[src/pkg/gpio_io_logic_cell_consts.vh]
// Constants for the general-purpose I/O logic cell.
// Assumes a single system clock samples every core clock and the pad.
//
// Function
// - Input mode enables receive path only, direct or registered.
// - Registered receive captures on the configured input-clock edge.
// - Alternate receive path drives the alternate function, never registered.
// - Alternate input feeds another interface block directly, bypassing core.
// - Double-rate receive samples pad on both input-clock edges, two streams.
// - Output mode enables transmit path only, registered or unregistered.
// - Registered transmit updates on the configured output-clock edge.
// - Output register value may be inverted in output and bidir modes.
// - Double-rate transmit captures both edges, multiplexed onto one pad.
// - Bidirectional mode enables receive, transmit and output-enable paths.
// - Bidir: input clock for receive, output clock for transmit and enable.
// - Each register picks its edge; receive and transmit register independently.
// - Output-enable register switches the pad driver in bidir mode; output mode always drives.
// - Clock-output mode drives the core clock-tree signal onto the pad.
// - During configuration ordinary pins sit in weak pull-up.
// - During configuration differential-capable pins float, no pull resistors.
// - Unused pins in user mode float with weak pull-up by default.
// - An option swaps the default pull-up on unused pins for pull-down; differential-capable pins then float.
// - Double-rate rise sample goes to first bit, fall sample second.
// - Resync passes both double-rate bits on the rising edge only.
// - Resync delivers the fall sample half a clock after its capture.

`ifndef GPIO_IO_LOGIC_CELL_CONSTS_VH
`define GPIO_IO_LOGIC_CELL_CONSTS_VH

// Pin modes
`define MODE_INPUT   2'h0
`define MODE_OUTPUT  2'h1
`define MODE_BIDIR   2'h2
`define MODE_CLKOUT  2'h3

// Reset values
`define RST_BIT      1'h0
`define RST_SYNC     3'h0

// Synchroniser stage positions
`define SYNC_MID     1
`define SYNC_LAST    2

`endif

[src/core/gpio_io_logic_cell.v]
// General-purpose I/O logic cell between core fabric and one pad.
// Assumes core clocks and pad arrive unsynchronised; core data is on clk.
`timescale 1ns/1ns
`include "gpio_io_logic_cell_consts.vh"

module gpio_io_logic_cell
(
	// System
	input  wire       clk,
	input  wire       rst,
	// Configuration
	input  wire [1:0] mode,
	input  wire       cfg_active,
	input  wire       pin_used,
	input  wire       diff_capable,
	input  wire       pulldown_sel,
	input  wire       rx_reg_en,
	input  wire       rx_edge_fall,
	input  wire       rx_ddr,
	input  wire       rx_resync,
	input  wire       tx_reg_en,
	input  wire       tx_edge_fall,
	input  wire       tx_invert,
	input  wire       tx_ddr,
	input  wire       tx_resync,
	input  wire       oe_reg_en,
	input  wire       oe_edge_fall,
	// Core clocks
	input  wire       rx_capture_clock,
	input  wire       tx_launch_clock,
	input  wire       core_clock_tree,
	// Core data
	input  wire       tx_rise_bit,
	input  wire       tx_fall_bit,
	input  wire       oe_in,
	output reg        rx_rise_bit,
	output reg        rx_fall_bit,
	output reg        alternate_rx_path,
	// Pad
	input  wire       pad_i,
	output reg        pad_o,
	output reg        pad_oe,
	output reg        pad_pullup,
	output reg        pad_pulldown
);

	// ------------------------------------------------------------
	// Helpers
	// ------------------------------------------------------------
	function edge_hit;
		input [2:0] s;
		input       fall;
		begin
			if (fall)
				edge_hit = s[`SYNC_LAST] & ~s[`SYNC_MID];
			else
				edge_hit = s[`SYNC_MID] & ~s[`SYNC_LAST];
		end
	endfunction

	// ------------------------------------------------------------
	// Synchronisers
	// ------------------------------------------------------------
	reg  [2:0] rxclk_s_q;
	reg  [2:0] txclk_s_q;
	reg  [2:0] tree_s_q;
	reg  [2:0] pad_s_q;
	reg        pad_v_q;
	reg        txclk_v_q;
	reg        tree_v_q;

	always @(posedge clk)
	begin
		if (rst)
		begin
			rxclk_s_q <= `RST_SYNC;
			txclk_s_q <= `RST_SYNC;
			tree_s_q  <= `RST_SYNC;
			pad_s_q   <= `RST_SYNC;
			pad_v_q   <= `RST_BIT;
			txclk_v_q <= `RST_BIT;
			tree_v_q  <= `RST_BIT;
		end
		else
		begin
			rxclk_s_q <= {rxclk_s_q[1:0], rx_capture_clock};
			txclk_s_q <= {txclk_s_q[1:0], tx_launch_clock};
			tree_s_q  <= {tree_s_q[1:0], core_clock_tree};
			pad_s_q   <= {pad_s_q[1:0], pad_i};
			if (pad_s_q[`SYNC_MID] == pad_s_q[`SYNC_LAST])
				pad_v_q <= pad_s_q[`SYNC_LAST];
			if (txclk_s_q[`SYNC_MID] == txclk_s_q[`SYNC_LAST])
				txclk_v_q <= txclk_s_q[`SYNC_LAST];
			if (tree_s_q[`SYNC_MID] == tree_s_q[`SYNC_LAST])
				tree_v_q <= tree_s_q[`SYNC_LAST];
		end
	end

	wire rx_rise = edge_hit(rxclk_s_q, 1'h0);
	wire rx_fall = edge_hit(rxclk_s_q, 1'h1);
	wire rx_sel  = edge_hit(rxclk_s_q, rx_edge_fall);
	wire tx_rise = edge_hit(txclk_s_q, 1'h0);
	wire tx_fall = edge_hit(txclk_s_q, 1'h1);
	wire tx_sel  = edge_hit(txclk_s_q, tx_edge_fall);
	wire oe_sel  = edge_hit(txclk_s_q, oe_edge_fall);

	wire rx_on = (mode == `MODE_INPUT) | (mode == `MODE_BIDIR);
	wire tx_on = (mode == `MODE_OUTPUT) | (mode == `MODE_BIDIR);

	// ------------------------------------------------------------
	// Receive registers
	// ------------------------------------------------------------
	reg rx_cap_q;
	reg rx_hi_q;
	reg rx_lo_q;
	reg rx_lo_rs_q;

	always @(posedge clk)
	begin
		if (rst)
		begin
			rx_cap_q   <= `RST_BIT;
			rx_hi_q    <= `RST_BIT;
			rx_lo_q    <= `RST_BIT;
			rx_lo_rs_q <= `RST_BIT;
		end
		else
		begin
			if (rx_sel)
				rx_cap_q <= pad_v_q;
			if (rx_rise)
				rx_hi_q <= pad_v_q;
			if (rx_fall)
				rx_lo_q <= pad_v_q;
			if (rx_rise)
				rx_lo_rs_q <= rx_lo_q;
		end
	end

	// ------------------------------------------------------------
	// Receive outputs
	// ------------------------------------------------------------
	reg rx_rise_d;
	reg rx_fall_d;

	always @*
	begin
		rx_rise_d = `RST_BIT;
		rx_fall_d = `RST_BIT;
		if (rx_on)
		begin
			if (rx_ddr)
			begin
				rx_rise_d = rx_hi_q;
				rx_fall_d = rx_resync ? rx_lo_rs_q : rx_lo_q;
			end
			else if (rx_reg_en)
				rx_rise_d = rx_cap_q;
			else
				rx_rise_d = pad_v_q;
		end
	end

	// ------------------------------------------------------------
	// Transmit and enable registers
	// ------------------------------------------------------------
	reg tx_reg_q;
	reg tx_hi_q;
	reg tx_lo_q;
	reg oe_reg_q;

	always @(posedge clk)
	begin
		if (rst)
		begin
			tx_reg_q <= `RST_BIT;
			tx_hi_q  <= `RST_BIT;
			tx_lo_q  <= `RST_BIT;
			oe_reg_q <= `RST_BIT;
		end
		else
		begin
			if (tx_sel)
				tx_reg_q <= tx_rise_bit;
			if (tx_rise)
				tx_hi_q <= tx_rise_bit;
			if (tx_resync ? tx_rise : tx_fall)
				tx_lo_q <= tx_fall_bit;
			if (oe_sel)
				oe_reg_q <= oe_in;
		end
	end

	// ------------------------------------------------------------
	// Pad drive
	// ------------------------------------------------------------
	reg tx_val;
	reg oe_val;
	reg pad_o_d;
	reg pad_oe_d;
	reg pad_pu_d;
	reg pad_pd_d;

	always @*
	begin
		if (tx_ddr)
			tx_val = txclk_v_q ? tx_hi_q : tx_lo_q;
		else if (tx_reg_en)
			tx_val = tx_reg_q;
		else
			tx_val = tx_rise_bit;
		if (tx_invert & (tx_ddr | tx_reg_en))
			tx_val = ~tx_val;
		oe_val = oe_reg_en ? oe_reg_q : oe_in;
		pad_o_d  = `RST_BIT;
		pad_oe_d = `RST_BIT;
		pad_pu_d = `RST_BIT;
		pad_pd_d = `RST_BIT;
		if (cfg_active)
		begin
			pad_pu_d = ~diff_capable;
		end
		else if (!pin_used)
		begin
			pad_pu_d = ~pulldown_sel;
			pad_pd_d = pulldown_sel & ~diff_capable;
		end
		else
		begin
			case (mode)
			`MODE_OUTPUT:
			begin
				pad_o_d  = tx_val;
				pad_oe_d = 1'h1;
			end
			`MODE_BIDIR:
			begin
				pad_o_d  = tx_val;
				pad_oe_d = oe_val;
			end
			`MODE_CLKOUT:
			begin
				pad_o_d  = tree_v_q;
				pad_oe_d = 1'h1;
			end
			default:
			begin
				pad_o_d  = `RST_BIT;
				pad_oe_d = `RST_BIT;
			end
			endcase
		end
	end

	// ------------------------------------------------------------
	// Output flops
	// ------------------------------------------------------------
	always @(posedge clk)
	begin
		if (rst)
		begin
			rx_rise_bit       <= `RST_BIT;
			rx_fall_bit       <= `RST_BIT;
			alternate_rx_path <= `RST_BIT;
			pad_o             <= `RST_BIT;
			pad_oe            <= `RST_BIT;
			pad_pullup        <= `RST_BIT;
			pad_pulldown      <= `RST_BIT;
		end
		else
		begin
			rx_rise_bit <= rx_rise_d;
			rx_fall_bit <= rx_fall_d;
			alternate_rx_path <= pad_v_q;
			pad_o        <= pad_o_d;
			pad_oe       <= pad_oe_d;
			pad_pullup   <= pad_pu_d;
			pad_pulldown <= pad_pd_d;
		end
	end

endmodule

[config.mk]
export PLATFORM = sky130hd
export DESIGN_NAME = gpio_io_logic_cell
export DESIGN_NICKNAME = d
export VERILOG_FILES = /design/src/core/gpio_io_logic_cell.v
export VERILOG_INCLUDE_DIRS = /design/src /design/src/pkg
export SDC_FILE = /design/constraint.sdc
export NUM_CORES = 1
export LEC_CHECK = 0
export BUFFER_PORTS_ARGS = -buffer_cell sky130_fd_sc_hd__buf_2
export CORE_UTILIZATION = 35
export DETAILED_ROUTE_END_ITERATION = 12
export HOLD_SLACK_MARGIN = 0.08
export PLACE_DENSITY = 0.61
export REMOVE_ABC_BUFFERS = 1
export SYNTH_ARGS = -nofsm -noshare
export SYNTH_HDL_FRONTEND = slang
export SYNTH_SLANG_ARGS = --single-unit
[constraint.sdc]
create_clock -name clk -period 1.1 [get_ports clk]
set_input_delay 0.055 -clock clk [delete_from_list [all_inputs] [get_ports clk]]
set_output_delay 0.055 -clock clk [all_outputs]
set_load 0.05 [all_outputs]
==> results.md <==
- Pin count of the biggest net entering global routing: 19
- Largest area contributor in the synthesized netlist: sky130_fd_sc_hd__dfxtp_1
- Count of cell types in the netlist: 24
- Routed length per instance: 10.40 um
- Initial antenna violation count: 0
- Filler cell count: 289
- Final number of setup-violating endpoints: 3
- GRT Util Overall: between 10% and 20%
- Clock tree from TritonCTS: yes
- Total gr overflow: 0
- Clock-pin slew reported for the worst setup and hold paths after clock tree synthesis: roughly 0.090 ns
- Status: complete, but fails checks
- Crit path kind: reg -> reg
- Post-synthesis instance area: ~1200 um^2
- Delay of the slowest cell on the worst path: about 0.37 ns
- Critical path capture point type: register
- #FFs+latches synth: 30
- Number of warnings printed during yosys synthesis: 0
- Ratio of cells with drive above 1 in the final layout: around 35%
- Area fraction in compound gates after synthesis: 4.995%
- Dominant combinational cell family by area after synthesis: simple AND/OR/NAND/NOR gates
- Number of global-route vias before repair: around 830
- GP Congestion: 0.7402
- Die extent in x: roughly 60 um
- Worst-Skew Late Latency: 0.32 ns
- Starting utilization of the core area: a little under two fifths
- Clock share of power: between 30% and 40%
- Comb power frac: 11.2%
- Fin worst setup slack: -0.02918 ns
- Sum of routed wire length over all layers: 2.246 mm
- Cell area after placement: ~1400 um^2
- Worst hold-check path type: in -> reg
- Final non-filler cell area: 1694 um^2
- Register-to-register setup slack: -0.03 ns
- Most repeated cell in the gate-level netlist after synthesis: sky130_fd_sc_hd__dfxtp_1
- First-pass GRT wire length: 3.519 mm
- Count of flip-flops with a built-in enable after synthesis: 0
- TritonRoute pass-1 iters: 4
- Area growth, synth to finish: 43.89%
- Hpwl dp: between 1.5 and 2 mm
- Number of vias in the routed layout: 946
- Crit-path cells: inv_2, ha_4, mux2i_1, mux2i_1, nor2_1
- Deepest level of the CTS H-tree: 2
- Hold Crit Depth: 3
- CTS max path bufs: 2
- Standard-cell rows: 20
- Static Leakage: 0.7887 nW
- Share of Yosys cell area claimed by the top area cell type: between 50% and 60%
- Total clock buffers created by CTS: 5
- Post-layout nets: just over 200
- Die area: 3600 um^2
- Sequential share of power: between 50% and 60%
- Maximum net fanout on the critical path: 3
- Number of vias per cell after detailed routing: 4.380
- Worst reg2reg path startpoint: txclk_s_q[1]
- Data arrival, critical path: about 1.4 ns
- VDD IR-drop max: approximately 0.56 mV
- Share of flip-flops with an asynchronous set or reset: 0%
- Ports placed on the boundary: 33
- Final Total Pwr: 0.002217 W
- Post-route DRC: 0
- Worst path required time: between 1 and 1.5 ns
- Reg2reg end: oe_reg_q
- Utilization after layout: 54.16%
- CP max stage cell: sky130_fd_sc_hd__dfxtp_2
- Slew at the pin with the worst max-slew slack: 0.2381 ns
- Min-Delay Endpoint: pad_pulldown
- Die Span Y: 60 um
- Post-synthesis cell count: ~110
- Post-route clock period utilization: 102.7%
- Sink Count: 30
- Worst slew margin relative to its limit: 83.96%
- Initial DRC count: 24
- Mux contribution to synthesized area: 16.26%
- P_int: around 0.0017 W
- Count of endpoints failing hold in the final timing report: 0
- Fraction of power spent switching nets: 21.82%
- Worst Hold Launch: cfg_active
- Switching Power: a little under 0.0005 W
- Violated checks: setup timing
- Clock Skew: 0.004540 ns
- Register area share after synthesis: approximately half
- Top_reg_cell synth: sky130_fd_sc_hd__dfxtp_1
- Post-synthesis share of cell area spent on and, or, nand and nor gates: about 17%
- Top post-synthesis cells by area: sky130_fd_sc_hd__dfxtp_1 (51%), sky130_fd_sc_hd__mux2i_1 (15%), sky130_fd_sc_hd__ha_1 (6.4%)
- Max-slew violation count: 0
- Core area: about 3100 um^2
- Library cell appearing most often on the critical path: sky130_fd_sc_hd__mux2i_1
- Post-placement setup slack: -0.1357 ns
- Number of buffer cells added on primary ports: 32
- Count of nets left with antenna violations after detail routing: 0
- N_diodes: 0
- Max-cap viol count: 0
- Avg Synthesized Cell Area: about 11 um^2
- Power density of the placed cells: about 1300 nW/um^2
- Cell depth of the worst flop-to-flop path: 5
- Buffer cell driving the clock tree root: sky130_fd_sc_hd__clkbuf_4
- Unrepaired setup endpoints after global routing: true
- Crit start category: register
- Adder and majority gate portion of the synthesized area: under 10%
- Minimum clock period after layout: approximately 1.1 ns
- Most frequent cells after synthesis: sky130_fd_sc_hd__dfxtp_1 (30), sky130_fd_sc_hd__mux2i_1 (18), sky130_fd_sc_hd__nor2_1 (14)
- Area share of xor/xnor cells in the synthesized design: 0.7439%
- Maximum clock rate: between 0.8 and 0.9 GHz
-- power by group through the flow --
stage	Clock [W]	Sequential, W	Combinational (W)
after floorplan	0	0.00116	0.0000796
after global placement	0	0.00115	0.000196
after detailed placement	0	0.00115	0.000204
after CTS	0.000879	0.00112	0.000243
after global routing	0.000933	0.00113	0.000271
final	0.000845	0.00112	0.000247
-- placed cells by master, fill, tap and decap left out --
cell type	instances
sky130_fd_sc_hd__a211oi_1	1
sky130_fd_sc_hd__or4b_4	1
sky130_fd_sc_hd__a21oi_1	4
sky130_fd_sc_hd__nand2_1	3
sky130_fd_sc_hd__nor3b_1	1
sky130_fd_sc_hd__nor2b_2	1
sky130_fd_sc_hd__mux2_2	1
sky130_fd_sc_hd__inv_2	2
sky130_fd_sc_hd__clkbuf_1	1
sky130_fd_sc_hd__dlygate4sd3_1	13
sky130_fd_sc_hd__and2b_1	3
sky130_fd_sc_hd__xnor2_1	1
sky130_fd_sc_hd__inv_1	4
sky130_fd_sc_hd__nor2_1	14
sky130_fd_sc_hd__clkinvlp_4	1
sky130_fd_sc_hd__clkbuf_4	5
sky130_fd_sc_hd__and2_1	1
sky130_fd_sc_hd__dfxtp_1	27
sky130_fd_sc_hd__ha_1	4
sky130_fd_sc_hd__nor4_1	1
sky130_fd_sc_hd__mux2i_1	17
sky130_fd_sc_hd__ha_4	2
sky130_fd_sc_hd__o21ai_0	3
sky130_fd_sc_hd__nor2_2	1
sky130_fd_sc_hd__buf_2	32
sky130_fd_sc_hd__nor3_1	1
sky130_fd_sc_hd__dfxtp_4	1
sky130_fd_sc_hd__nor2b_1	10
sky130_fd_sc_hd__o2bb2ai_1	1
sky130_fd_sc_hd__buf_4	10
sky130_fd_sc_hd__dfxtp_2	2
sky130_fd_sc_hd__bufinv_16	1
sky130_fd_sc_hd__mux2i_2	1
sky130_fd_sc_hd__o21bai_1	1
-- metal layers --
metal,part of all wire (%),GRT usage (%)
met1,44,14.76
met2,49,23.33
met3,4.9,6.061
met4,2.0,6.645
met5,0,0
-- worst max path at each step --
stage / start / end / slack (ns) / cells after the start
floorplan: txclk_s_q[2] / tx_lo_q / 0.01 / 5
global placement: mode[0] / pad_o / -0.09 / 6
detailed placement: mode[0] / pad_o / -0.14 / 6
CTS: txclk_s_q[1] / oe_reg_q / -0.03 / 5
global route: txclk_s_q[2] / tx_lo_q / -0.09 / 5
finish: txclk_s_q[1] / oe_reg_q / -0.03 / 5
-- what timing repair did --
item                       CTS  global route
hold buffers                12             1
pin swaps                    1             0
buffers inserted             1             0
gates resized for setup      9             3
hold endpoints to repair    14             1
setup endpoints to repair    3             7
-- critical path, delay by kind of cell (launching register included) --
family	cells	cell delay (ns)
muxes	2	0.39
DFF	1	0.37
adders and majority gates	1	0.16
buffers and inverters	1	0.06
and+or+nand+nor	1	0.05
-- sequential cells by signal, indices dropped and copies added, names as in the netlist --
register,flops
pad_o,1
tx_hi_q,1
tree_s_q,3
rx_lo_rs_q,1
rxclk_s_q,3
oe_reg_q,1
pad_v_q,1
rx_lo_q,1
tree_v_q,1
rx_hi_q,1
pad_oe,1
pad_pullup,1
tx_lo_q,1
alternate_rx_path,1
tx_reg_q,1
txclk_s_q,3
rx_cap_q,1
rx_fall_bit,1
pad_pulldown,1
txclk_v_q,1
rx_rise_bit,1
pad_s_q,3
-- final cells by class --
cell class / instances / area [um^2] / area share [%]
clock buffer: 6 / 41.29 / 2.437
multi-input combinational: 73 / 565.5 / 33.38
sequential: 30 / 606.8 / 35.82
timing repair buffer: 55 / 365.4 / 21.57
inverter: 6 / 22.52 / 1.329
tap: 44 / 55.05 / 3.250
clock inverter: 2 / 37.54 / 2.216
-- cell families (layout without fill, tap and decap cells) --
kind of cell,after synthesis,in the layout
simple gates,37,37
flops,30,30
mux,19,19
compound gates,10,10
buf+inv,9,69
fa+ha+maj,6,6
xor+xnor,1,1
-- stage by stage --
stage | std cells | setup TNS [ns] | hold slack, ns
floorplan | 109 | 0 | 0.1217
global placement | 194 | -0.2308 | 0.2604
detailed placement | 194 | -0.4206 | 0.2695
CTS | 215 | -0.05985 | 0.02357
global route | 216 | -0.2739 | 0.07445
finish | 216 | -0.06899 | 0.07042
(Power assumes the default switching activity.)
